File: config.mk
export PLATFORM = sky130hd
export DESIGN_NAME = fcw_decoder
export DESIGN_NICKNAME = d
export VERILOG_FILES = /design/src/logic/fcw_pkg.sv /design/src/logic/fcw_decoder.sv
export SDC_FILE = /design/constraint.sdc
export NUM_CORES = 1
export LEC_CHECK = 0
export BUFFER_PORTS_ARGS = -buffer_cell sky130_fd_sc_hd__clkbuf_2
export CAP_MARGIN = 5
export CORE_MARGIN = 8
export CORE_UTILIZATION = 30
export CTS_CLUSTER_SIZE = 20
export DETAILED_ROUTE_END_ITERATION = 6
export GPL_TIMING_DRIVEN = 0
export PLACE_DENSITY = 0.6
export SYNTH_ARGS = -nofsm -noshare
export SYNTH_HDL_FRONTEND = slang
export SYNTH_SLANG_ARGS = --single-unit
File: constraint.sdc
create_clock -name i_clk_sys -period 0.95 [get_ports i_clk_sys]
set_input_delay 0.0475 -clock i_clk_sys [delete_from_list [all_inputs] [get_ports i_clk_sys]]
set_output_delay 0.0475 -clock i_clk_sys [all_outputs]
set_load 0.03 [all_outputs]
File: src/logic/fcw_pkg.sv
// package for the fieldbus command word decoder: bit positions, reset values
// assumes one clock domain and a synchronous active-high reset
package fcw_pkg;

	// ----------------------------------------
	// command word layout
	// ----------------------------------------
	localparam int             FCW_W          = 16;
	localparam int             PD_W           = 16;
	localparam int             BIT_SW_ON_EN   = 0;
	localparam int             BIT_MCB_EN     = 1;
	localparam int             BIT_QSTOP_N    = 2;
	localparam int             BIT_START      = 3;
	localparam int             BIT_PRECHARGE  = 4;
	localparam int             BIT_ACK        = 7;
	localparam int             BIT_VALID      = 10;
	localparam int             BIT_WDOG       = 11;
	localparam int             BIT_CUST_LO    = 12;
	localparam int             N_CUST         = 4;
	localparam logic [15:0]    FCW_DEFAULT    = 16'h0005;
	localparam logic [15:0]    PD_RESET       = 16'h0000;

	// ----------------------------------------
	// decoded commands
	// ----------------------------------------
	typedef struct packed {
		logic       run_enable;
		logic       quick_stop;
		logic       mcb_enable;
		logic       precharge;
		logic       start;
		logic [3:0] custom;
	} fcw_cmd_t;

endpackage

File: src/logic/fcw_decoder.sv
// fieldbus command word decoder: qualifies, holds and decodes the command word
// assumes the word and process data arrive synchronous to i_clk_sys
module fcw_decoder
	import fcw_pkg::*;
#(
	parameter int N_CUSTOM = N_CUST
) (
	input  wire logic             i_clk_sys,
	input  wire logic             i_sys_rst,
	input  wire logic [FCW_W-1:0] i_cmd_word,
	input  wire logic [PD_W-1:0]  i_proc_data,
	input  wire logic             i_is_modbus,
	input  wire logic             i_place_fieldbus,
	input  wire logic             i_ack_place_indep,
	input  wire logic             i_wdog_fault,
	output logic [FCW_W-1:0]      o_eff_word,
	output logic [PD_W-1:0]       o_proc_data,
	output fcw_cmd_t              o_cmd,
	output logic                  o_ack_pulse,
	output logic                  o_wdog_in
);

	// ----------------------------------------
	// live taps
	// ----------------------------------------
	// the qualifier and the watchdog bit bypass every hold: they are read straight off the wire
	logic                valid;
	logic                wd_live;

	always_comb begin
		valid   = i_cmd_word[BIT_VALID];
		wd_live = i_cmd_word[BIT_WDOG];
	end

	// ----------------------------------------
	// held command word
	// ----------------------------------------
	// starts at the default word, so the default stands until a qualified word arrives
	logic [FCW_W-1:0]    held_q;
	logic [FCW_W-1:0]    held_d;

	always_comb begin
		held_d = valid ? i_cmd_word : held_q;
	end

	always_ff @(posedge i_clk_sys) begin
		if (i_sys_rst) begin
			held_q <= FCW_DEFAULT;
		end else begin
			held_q <= held_d;
		end
	end

	// ----------------------------------------
	// process data
	// ----------------------------------------
	// on a Modbus link the qualifier only guards the command word, so data passes freely
	logic [PD_W-1:0]     pd_q;
	logic [PD_W-1:0]     pd_d;

	always_comb begin
		pd_d = (valid || i_is_modbus) ? i_proc_data : pd_q;
	end

	always_ff @(posedge i_clk_sys) begin
		if (i_sys_rst) begin
			pd_q <= PD_RESET;
		end else begin
			pd_q <= pd_d;
		end
	end

	// ----------------------------------------
	// effective word
	// ----------------------------------------
	// a watchdog fault wins over the held copy; the hold keeps updating underneath so the
	// last accepted word returns as soon as the fault clears
	logic [FCW_W-1:0]    eff_q;
	logic [FCW_W-1:0]    eff_d;

	always_comb begin
		eff_d            = i_wdog_fault ? FCW_DEFAULT : held_d;
		eff_d[BIT_WDOG]  = wd_live;
		eff_d[BIT_VALID] = valid;
	end

	always_ff @(posedge i_clk_sys) begin
		if (i_sys_rst) begin
			eff_q <= FCW_DEFAULT;
		end else begin
			eff_q <= eff_d;
		end
	end

	// ----------------------------------------
	// fault acknowledge edge
	// ----------------------------------------
	// the history follows the effective bit on every control place, so a level raised
	// off the fieldbus does not fire later when the fieldbus takes over
	logic                ack_ok;
	logic                ack_hist_q;
	logic                ack_hist_d;
	logic                ackp_q;
	logic                ackp_d;

	always_comb begin
		ack_ok     = i_place_fieldbus || i_ack_place_indep;
		ack_hist_d = eff_d[BIT_ACK];
		ackp_d     = eff_d[BIT_ACK] && !ack_hist_q && ack_ok;
	end

	always_ff @(posedge i_clk_sys) begin
		if (i_sys_rst) begin
			ack_hist_q <= 1'b0;
			ackp_q     <= 1'b0;
		end else begin
			ack_hist_q <= ack_hist_d;
			ackp_q     <= ackp_d;
		end
	end

	// ----------------------------------------
	// decoded commands
	// ----------------------------------------
	// reserved bits 5, 6, 8 and 9 have no decode and only ride along in the effective word
	logic [N_CUSTOM-1:0] cust_w;
	fcw_cmd_t            cmd_q;
	fcw_cmd_t            cmd_d;

	for (genvar gi = 0; gi < N_CUSTOM; gi++) begin : g_cust
		assign cust_w[gi] = eff_d[BIT_CUST_LO + gi];
	end

	always_comb begin
		cmd_d = '0;
		if (i_place_fieldbus) begin
			cmd_d.run_enable = eff_d[BIT_SW_ON_EN] && eff_d[BIT_START];
			cmd_d.quick_stop = !eff_d[BIT_QSTOP_N];
			cmd_d.mcb_enable = eff_d[BIT_MCB_EN];
			cmd_d.precharge  = eff_d[BIT_PRECHARGE];
			cmd_d.start      = eff_d[BIT_START];
			cmd_d.custom     = cust_w;
		end
	end

	always_ff @(posedge i_clk_sys) begin
		if (i_sys_rst) begin
			cmd_q <= '0;
		end else begin
			cmd_q <= cmd_d;
		end
	end

	// ----------------------------------------
	// watchdog to supervision
	// ----------------------------------------
	logic                wd_q;
	logic                wd_d;

	always_comb begin
		wd_d = wd_live;
	end

	always_ff @(posedge i_clk_sys) begin
		if (i_sys_rst) begin
			wd_q <= 1'b0;
		end else begin
			wd_q <= wd_d;
		end
	end

	// ----------------------------------------
	// outputs
	// ----------------------------------------
	assign o_eff_word  = eff_q;
	assign o_proc_data = pd_q;
	assign o_cmd       = cmd_q;
	assign o_ack_pulse = ackp_q;
	assign o_wdog_in   = wd_q;

	// ----------------------------------------
	// checks
	// ----------------------------------------
	property p_ack_edge;
		@(posedge i_clk_sys) disable iff (i_sys_rst)
		o_ack_pulse |-> $past(ack_hist_d) && !$past(ack_hist_q);
	endproperty
	a_ack_edge: assert property (p_ack_edge) else $error("ack pulse without edge");

	property p_ack_single;
		@(posedge i_clk_sys) disable iff (i_sys_rst)
		o_ack_pulse |=> !o_ack_pulse;
	endproperty
	a_ack_single: assert property (p_ack_single) else $error("ack pulse too long");

	property p_hold;
		@(posedge i_clk_sys) disable iff (i_sys_rst)
		!i_cmd_word[BIT_VALID] |=> held_q == $past(held_q);
	endproperty
	a_hold: assert property (p_hold) else $error("held word changed while invalid");

	property p_take;
		@(posedge i_clk_sys) disable iff (i_sys_rst)
		i_cmd_word[BIT_VALID] |=> held_q == $past(i_cmd_word);
	endproperty
	a_take: assert property (p_take) else $error("valid word not taken");

	property p_modbus;
		@(posedge i_clk_sys) disable iff (i_sys_rst)
		i_is_modbus |=> o_proc_data == $past(i_proc_data);
	endproperty
	a_modbus: assert property (p_modbus) else $error("modbus data qualified");

	property p_wdog;
		@(posedge i_clk_sys) disable iff (i_sys_rst)
		1'b1 |=> o_eff_word[BIT_WDOG] == $past(i_cmd_word[BIT_WDOG]) && o_wdog_in == o_eff_word[BIT_WDOG];
	endproperty
	a_wdog: assert property (p_wdog) else $error("watchdog bit not live");

	property p_default;
		@(posedge i_clk_sys) disable iff (i_sys_rst)
		i_wdog_fault |=> (o_eff_word & 16'hF37F) == (FCW_DEFAULT & 16'hF37F);
	endproperty
	a_default: assert property (p_default) else $error("default word not forced");

	property p_place;
		@(posedge i_clk_sys) disable iff (i_sys_rst)
		!i_place_fieldbus |=> o_cmd == '0;
	endproperty
	a_place: assert property (p_place) else $error("command honoured off fieldbus");

	property p_custom;
		@(posedge i_clk_sys) disable iff (i_sys_rst)
		i_place_fieldbus |=> o_cmd.custom == o_eff_word[BIT_CUST_LO +: N_CUST];
	endproperty
	a_custom: assert property (p_custom) else $error("custom outputs wrong");

	property p_qstop;
		@(posedge i_clk_sys) disable iff (i_sys_rst)
		i_place_fieldbus |=> o_cmd.quick_stop == !o_eff_word[BIT_QSTOP_N]
		                  && o_cmd.run_enable == (o_eff_word[BIT_SW_ON_EN] && o_eff_word[BIT_START]);
	endproperty
	a_qstop: assert property (p_qstop) else $error("stop decode wrong");

	property p_ack_place;
		@(posedge i_clk_sys) disable iff (i_sys_rst)
		o_ack_pulse |-> $past(i_place_fieldbus) || $past(i_ack_place_indep);
	endproperty
	a_ack_place: assert property (p_ack_place) else $error("ack pulse from wrong place");

	property p_ack_fire;
		@(posedge i_clk_sys) disable iff (i_sys_rst)
		eff_d[BIT_ACK] && !ack_hist_q && i_place_fieldbus |=> o_ack_pulse;
	endproperty
	a_ack_fire: assert property (p_ack_fire) else $error("ack edge missed");

	property p_ack_hist;
		@(posedge i_clk_sys) disable iff (i_sys_rst)
		1'b1 |=> ack_hist_q == o_eff_word[BIT_ACK];
	endproperty
	a_ack_hist: assert property (p_ack_hist) else $error("ack history out of step");

	property p_reset_out;
		@(posedge i_clk_sys)
		i_sys_rst |=> o_eff_word == FCW_DEFAULT && o_cmd == '0 && !o_ack_pulse && !ack_hist_q;
	endproperty
	a_reset_out: assert property (p_reset_out) else $error("outputs not at reset values");

	property p_reset_pd;
		@(posedge i_clk_sys)
		i_sys_rst |=> o_proc_data == PD_RESET && held_q == FCW_DEFAULT && !o_wdog_in;
	endproperty
	a_reset_pd: assert property (p_reset_pd) else $error("held state not reset");

	property p_hold_pd;
		@(posedge i_clk_sys) disable iff (i_sys_rst)
		!i_cmd_word[BIT_VALID] && !i_is_modbus |=> o_proc_data == $past(o_proc_data);
	endproperty
	a_hold_pd: assert property (p_hold_pd) else $error("data changed while invalid");

	property p_take_pd;
		@(posedge i_clk_sys) disable iff (i_sys_rst)
		i_cmd_word[BIT_VALID] |=> o_proc_data == $past(i_proc_data);
	endproperty
	a_take_pd: assert property (p_take_pd) else $error("valid data not taken");

	property p_valid_live;
		@(posedge i_clk_sys) disable iff (i_sys_rst)
		1'b1 |=> o_eff_word[BIT_VALID] == $past(i_cmd_word[BIT_VALID]);
	endproperty
	a_valid_live: assert property (p_valid_live) else $error("qualifier bit not live");

	property p_eff_take;
		@(posedge i_clk_sys) disable iff (i_sys_rst)
		i_cmd_word[BIT_VALID] && !i_wdog_fault |=> o_eff_word == $past(i_cmd_word);
	endproperty
	a_eff_take: assert property (p_eff_take) else $error("effective word not taken");

	property p_eff_hold;
		@(posedge i_clk_sys) disable iff (i_sys_rst)
		!i_cmd_word[BIT_VALID] && !i_wdog_fault |=> (o_eff_word & 16'hF3FF) == ($past(held_q) & 16'hF3FF);
	endproperty
	a_eff_hold: assert property (p_eff_hold) else $error("effective word not held");

	property p_misc_cmd;
		@(posedge i_clk_sys) disable iff (i_sys_rst)
		i_place_fieldbus |=> o_cmd.start == o_eff_word[BIT_START] && o_cmd.mcb_enable == o_eff_word[BIT_MCB_EN]
		                  && o_cmd.precharge == o_eff_word[BIT_PRECHARGE];
	endproperty
	a_misc_cmd: assert property (p_misc_cmd) else $error("start decode wrong");

	property p_stop_clear;
		@(posedge i_clk_sys) disable iff (i_sys_rst)
		i_cmd_word[BIT_VALID] && !i_wdog_fault && !i_cmd_word[BIT_SW_ON_EN] |=> !o_cmd.run_enable;
	endproperty
	a_stop_clear: assert property (p_stop_clear) else $error("run kept without enable");

	property p_default_cmd;
		@(posedge i_clk_sys) disable iff (i_sys_rst)
		i_wdog_fault |=> o_cmd.custom == '0 && !o_cmd.run_enable && !o_cmd.quick_stop;
	endproperty
	a_default_cmd: assert property (p_default_cmd) else $error("default word not decoded");

	property p_wd_out;
		@(posedge i_clk_sys) disable iff (i_sys_rst)
		1'b1 |=> o_wdog_in == $past(i_cmd_word[BIT_WDOG]);
	endproperty
	a_wd_out: assert property (p_wd_out) else $error("watchdog tap stale");

endmodule

; ---- After elaboration in Yosys (flattened, before gate mapping)
; Index checks and enable logic that the tools add are counted.
[word_totals]
output_inout_bits = 43
reg_bits = 60
word_cells = 25
[classes]
mux = 2
n_reduce_logical = 9
bitwise = 1
[op_table]
columns = op, count
row1 = $mux 16, 2
row2 = $reduce_or 2->1, 2
row3 = $logic_and 1x1->1, 3
row4 = $logic_not 1->1, 2
row5 = $logic_or 1x1->1, 2
row6 = $not 1->1, 1

; ---- Logic depth before layout (Yosys ltp)
[logic_depth]
ltp_word = 4
depth_mapped = 4
mapped_depth_nobuf = 2

; ---- Worst setup path before layout
; OpenSTA, ideal clock, no wires.
[synth_timing]
kind = register to register
start = reg o_proc_data[10] (netlist name)
end = reg pd_q[10], in the netlist o_proc_data[10]
arrival_time_ps = 948
setup_time_ps = 70
required_time_ps = 880
path_stages_with_launch = 3
slack_ps = -69
cell_sequence = dfxtp_1 -> or3b_1 -> a21oi_1
[synth_lines]
columns = item, line_no
row1 = end signal: assignment, fcw_decoder.sv:69  ; pd_q <= pd_d;
row2 = end: declaration, fcw_decoder.sv:58  ; logic [PD_W-1:0] pd_q;

; ---- Worst setup path in the final report
[layout_timing]
start = reg eff_q[15], in the netlist o_eff_word[15]
end = out o_eff_word[15]
[layout_lines]
columns = item, line_no
row1 = start: declaration, fcw_decoder.sv:78  ; logic [FCW_W-1:0] eff_q;
row2 = start signal: assignment, fcw_decoder.sv:89  ; eff_q <= FCW_DEFAULT;
row3 = start signal: assignment, fcw_decoder.sv:91  ; eff_q <= eff_d;
row4 = end: declaration, fcw_decoder.sv:16  ; output logic [FCW_W-1:0] o_eff_word,
; No word-level cell between the ends.

==> reports/qor.csv <==
stage,metric,value,unit
drt,DRC violations left,0,
yosys,Syn Nets,217,
floorplan,Horiz. Die Dim,95.2,um
floorplan,die footprint,0.00907,mm^2
cts,CTS sink count,56,
cts,H-tree levels,2,
floorplan,core area,0.00620,mm^2
cells_and_area,fin nets,322,
timing,Slew headroom,0.641,
placement,dpl hpwl,3910,um
yosys,mapped cell area,0.00188,mm^2
floorplan,Top-Level Pins,81,
cells_and_area,"most common cell after layout, fill and taps aside",clkbuf_2,
worst_setup_path,CP Buf/Inv Count,1,
timing,RSZ-0062 raised after global routing,false,
timing,Final Slew Violations,0,
min_path,hold depth,3,
global_route,GRT Overall Usage,0.120,
power_and_ir_drop,Leak Pwr,1.19,nW
yosys,Mapped Cells,179,
cts,clock-pin slew on the worst setup and hold paths,0.10,ns
drt,vias per cell,4.59,
min_path,Hold EP,held_q[5],
min_path,min-delay src,i_cmd_word[5],
power_and_ir_drop,Pwr Density,1680,mW/mm^2
timing,Final WS setup,0.0504,ns
cts,Num CTS Buffers,5,
timing,clock skew,0.00348,ns
worst_setup_path,CP Max Fanout,1,
floorplan,Initial Util,0.303,
yosys,warnings from Yosys,0,
worst_setup_path,Crit-path slowest cell,dfxtp_1,
drt,final WL,5500,um
floorplan,DIE HEIGHT,95.2,um
global_route,initial antenna violation count,0,
cells_and_area,Synth-to-Final Area Change,43.5,%
run,Max Cap Viol,0,
drt,Wirelength per Cell,15.2,um
yosys,register area share after synthesis,0.595,
worst_setup_path,crit path DAT,0.85,ns
status,status,completed,
worst_setup_path,R2R setup slack,0.07,ns
power_and_ir_drop,worst IR drop on VDD,0.000933,V
cells_and_area,layout cell share with drive strength beyond 1,0.396,
cells_and_area,most frequent cells in the layout,"clkbuf_2 (76), dfxtp_1 (38), dlygate4sd3_1 (20), nor3_1 (19), dfxtp_2 (18)",
worst_setup_path,Critical R2R Launch,o_proc_data[12],
worst_setup_path,Critical Path Sink Type,output port,
worst_setup_path,Setup crit start,o_eff_word[15],
global_route,first-pass GRT wire length,8490,um
worst_setup_path,Startpoint Class,flop,
global_route,GR Overflow Total,0,
drt,drt pass-1 iters,4,
worst_setup_path,Setup CP Type,reg -> out,
yosys,#FFs+latches synth,56,
worst_setup_path,"delay-heaviest family, CP",flip-flops,
global_route,largest net degree at the start of global routing,19,
placement,worst slack at placement,-0.126,ns
floorplan,Row Count,29,
global_route,vias in the first global route,1780,
worst_setup_path,worst reg2reg endpoint,o_proc_data[12],
cts,CTS tree,yes,
drt,initial DRC count,40,
drt,vias post-DR,1661,
placement,IO Port Bufs,79,
placement,placer congestion estimate,0.700,
timing,final setup violation count,0,
timing,final hold violations,0,
yosys,post-synth cell types,21,
worst_setup_path,Worst R2R Path Depth,2,
worst_setup_path,crit-path cells,buf_2,
timing,Fmax,1110,MHz
cells_and_area,Ant. Diodes,0,
drt,Final ANT Viol Nets,0,
cts,clk buf depth,2,
timing,Slew @ Worst Pin,0.539,ns
worst_setup_path,biggest cell delay along the critical path,0.34,ns
worst_setup_path,Worst EP required,0.90,ns
min_path,HP Class,in -> reg,
cts,worst-skew pair later-pin latency,0.30,ns
yosys,Syn Area/Cell,10.5,um^2
power_and_ir_drop,overall power,0.00455,W
cts,Root Driver,clkbuf_8,
timing,Final min period,0.900,ns
timing,final worst path period share,0.947,
-- registers in the layout, indices dropped and copies added (netlist names) --
register / count
o_eff_word: 16
o_proc_data: 16
held_q: 14
o_cmd: 9
o_ack_pulse: 1
-- synth_stat cells --
cell	count	area [um^2]
dfxtp_1	56	1120
nor3_1	19	95.1
a21oi_1	16	80.1
or3b_1	16	140
nor2_1	14	52.6
mux2i_1	13	130
clkbuf_1	10	37.5
o21ai_0	10	50.1
o21ai_1	6	30.0
buf_4	4	30.0
nor2b_1	3	18.8
buf_1	2	7.51
nand2b_1	2	12.5
a2111o_1	1	11.3
a2111oi_1	1	10.0
a211o_1	1	8.76
buf_2	1	5.00
buf_6	1	11.3
nand2_1	1	3.75
nor4_2	1	12.5
nor4b_2	1	15.0
-- logic make-up (layout without fill, tap and decap cells) --
logic type	count (synthesis)	in the layout	share of synthesized area
AND/OR/NAND/NOR	57	57	0.186
AO/OA/AOI/OAI	35	35	0.101
flip-flops	56	56	0.595
buffers and inverters	18	124	0.0485
multiplexers	13	13	0.0691
-- worst register-to-register path, delay by kind of cell (launching register included) --
kind | cells | cell delay [ns]
flops | 1 | 0.34
simple gates | 1 | 0.34
compound gates | 1 | 0.12
-- metal layers --
| metal | vias up | part of all wire | global-route usage | wire length [um] |
|---|---|---|---|---|
| met4 | 0 | 0.0060 | 0.0312 | 33 |
| met5 | - | 0 | 0 | 0 |
| met2 | 58 | 0.46 | 0.203 | 2530 |
| met3 | 4 | 0.10 | 0.0512 | 575 |
| li1 | 833 | - | - | - |
| met1 | 766 | 0.43 | 0.137 | 2360 |
-- through the flow --
stage / util / setup TNS [ns] / std cells / area (um^2) / hold WS (ns)
after floorplan: - / 0 / 179 / 1900 / 0.127
after global placement: 0.386 / -1.37 / 335 / 2390 / 0.262
after detailed placement: 0.386 / -1.56 / 335 / 2390 / 0.269
after CTS: 0.435 / 0 / 362 / 2700 / 0.00462
after global routing: 0.436 / 0 / 362 / 2700 / 0.0318
final: 0.436 / 0 / 362 / 2700 / 0.00361
-- how the worst max path moves through the flow --
stage | to | depth (start not counted) | slack, ns
6_report | o_eff_word[15] | 1 | 0.05
4_1_cts | o_eff_word[15] | 1 | 0.03
3_3_place_gp | o_cmd[7] | 4 | -0.11
5_1_grt | o_eff_word[14] | 1 | 0.0007
3_5_place_dp | o_cmd[7] | 4 | -0.13
2_1_floorplan | o_proc_data[10] | 2 | 0.02
-- layout make-up --
class / count / area (um^2)
repair buffers: 100 / 621
clock buffers: 5 / 68.8
plain buffers: 16 / 76.3
well taps: 77 / 96.3
fillers: 605 / 3500
flip-flops and latches: 56 / 1140
clock inverters: 3 / 22.5
multi-input cells: 105 / 674
-- power by group --
group,switching (W),internal [W],total (W)
Sequential,0.0000392,0.00247,0.00251
Combinational,0.000430,0.000278,0.000708
Clock,0.000801,0.000531,0.00133
-- repair_timing --
action | in CTS | in global routing
gates resized for setup | 6 | 2
endpoints found under the hold margin | 22 | 0
setup endpoints to repair | 2 | 2
hold buffers | 20 | 0
setup buffers | 1 | 0
Power figures use the tool's default switching activity.
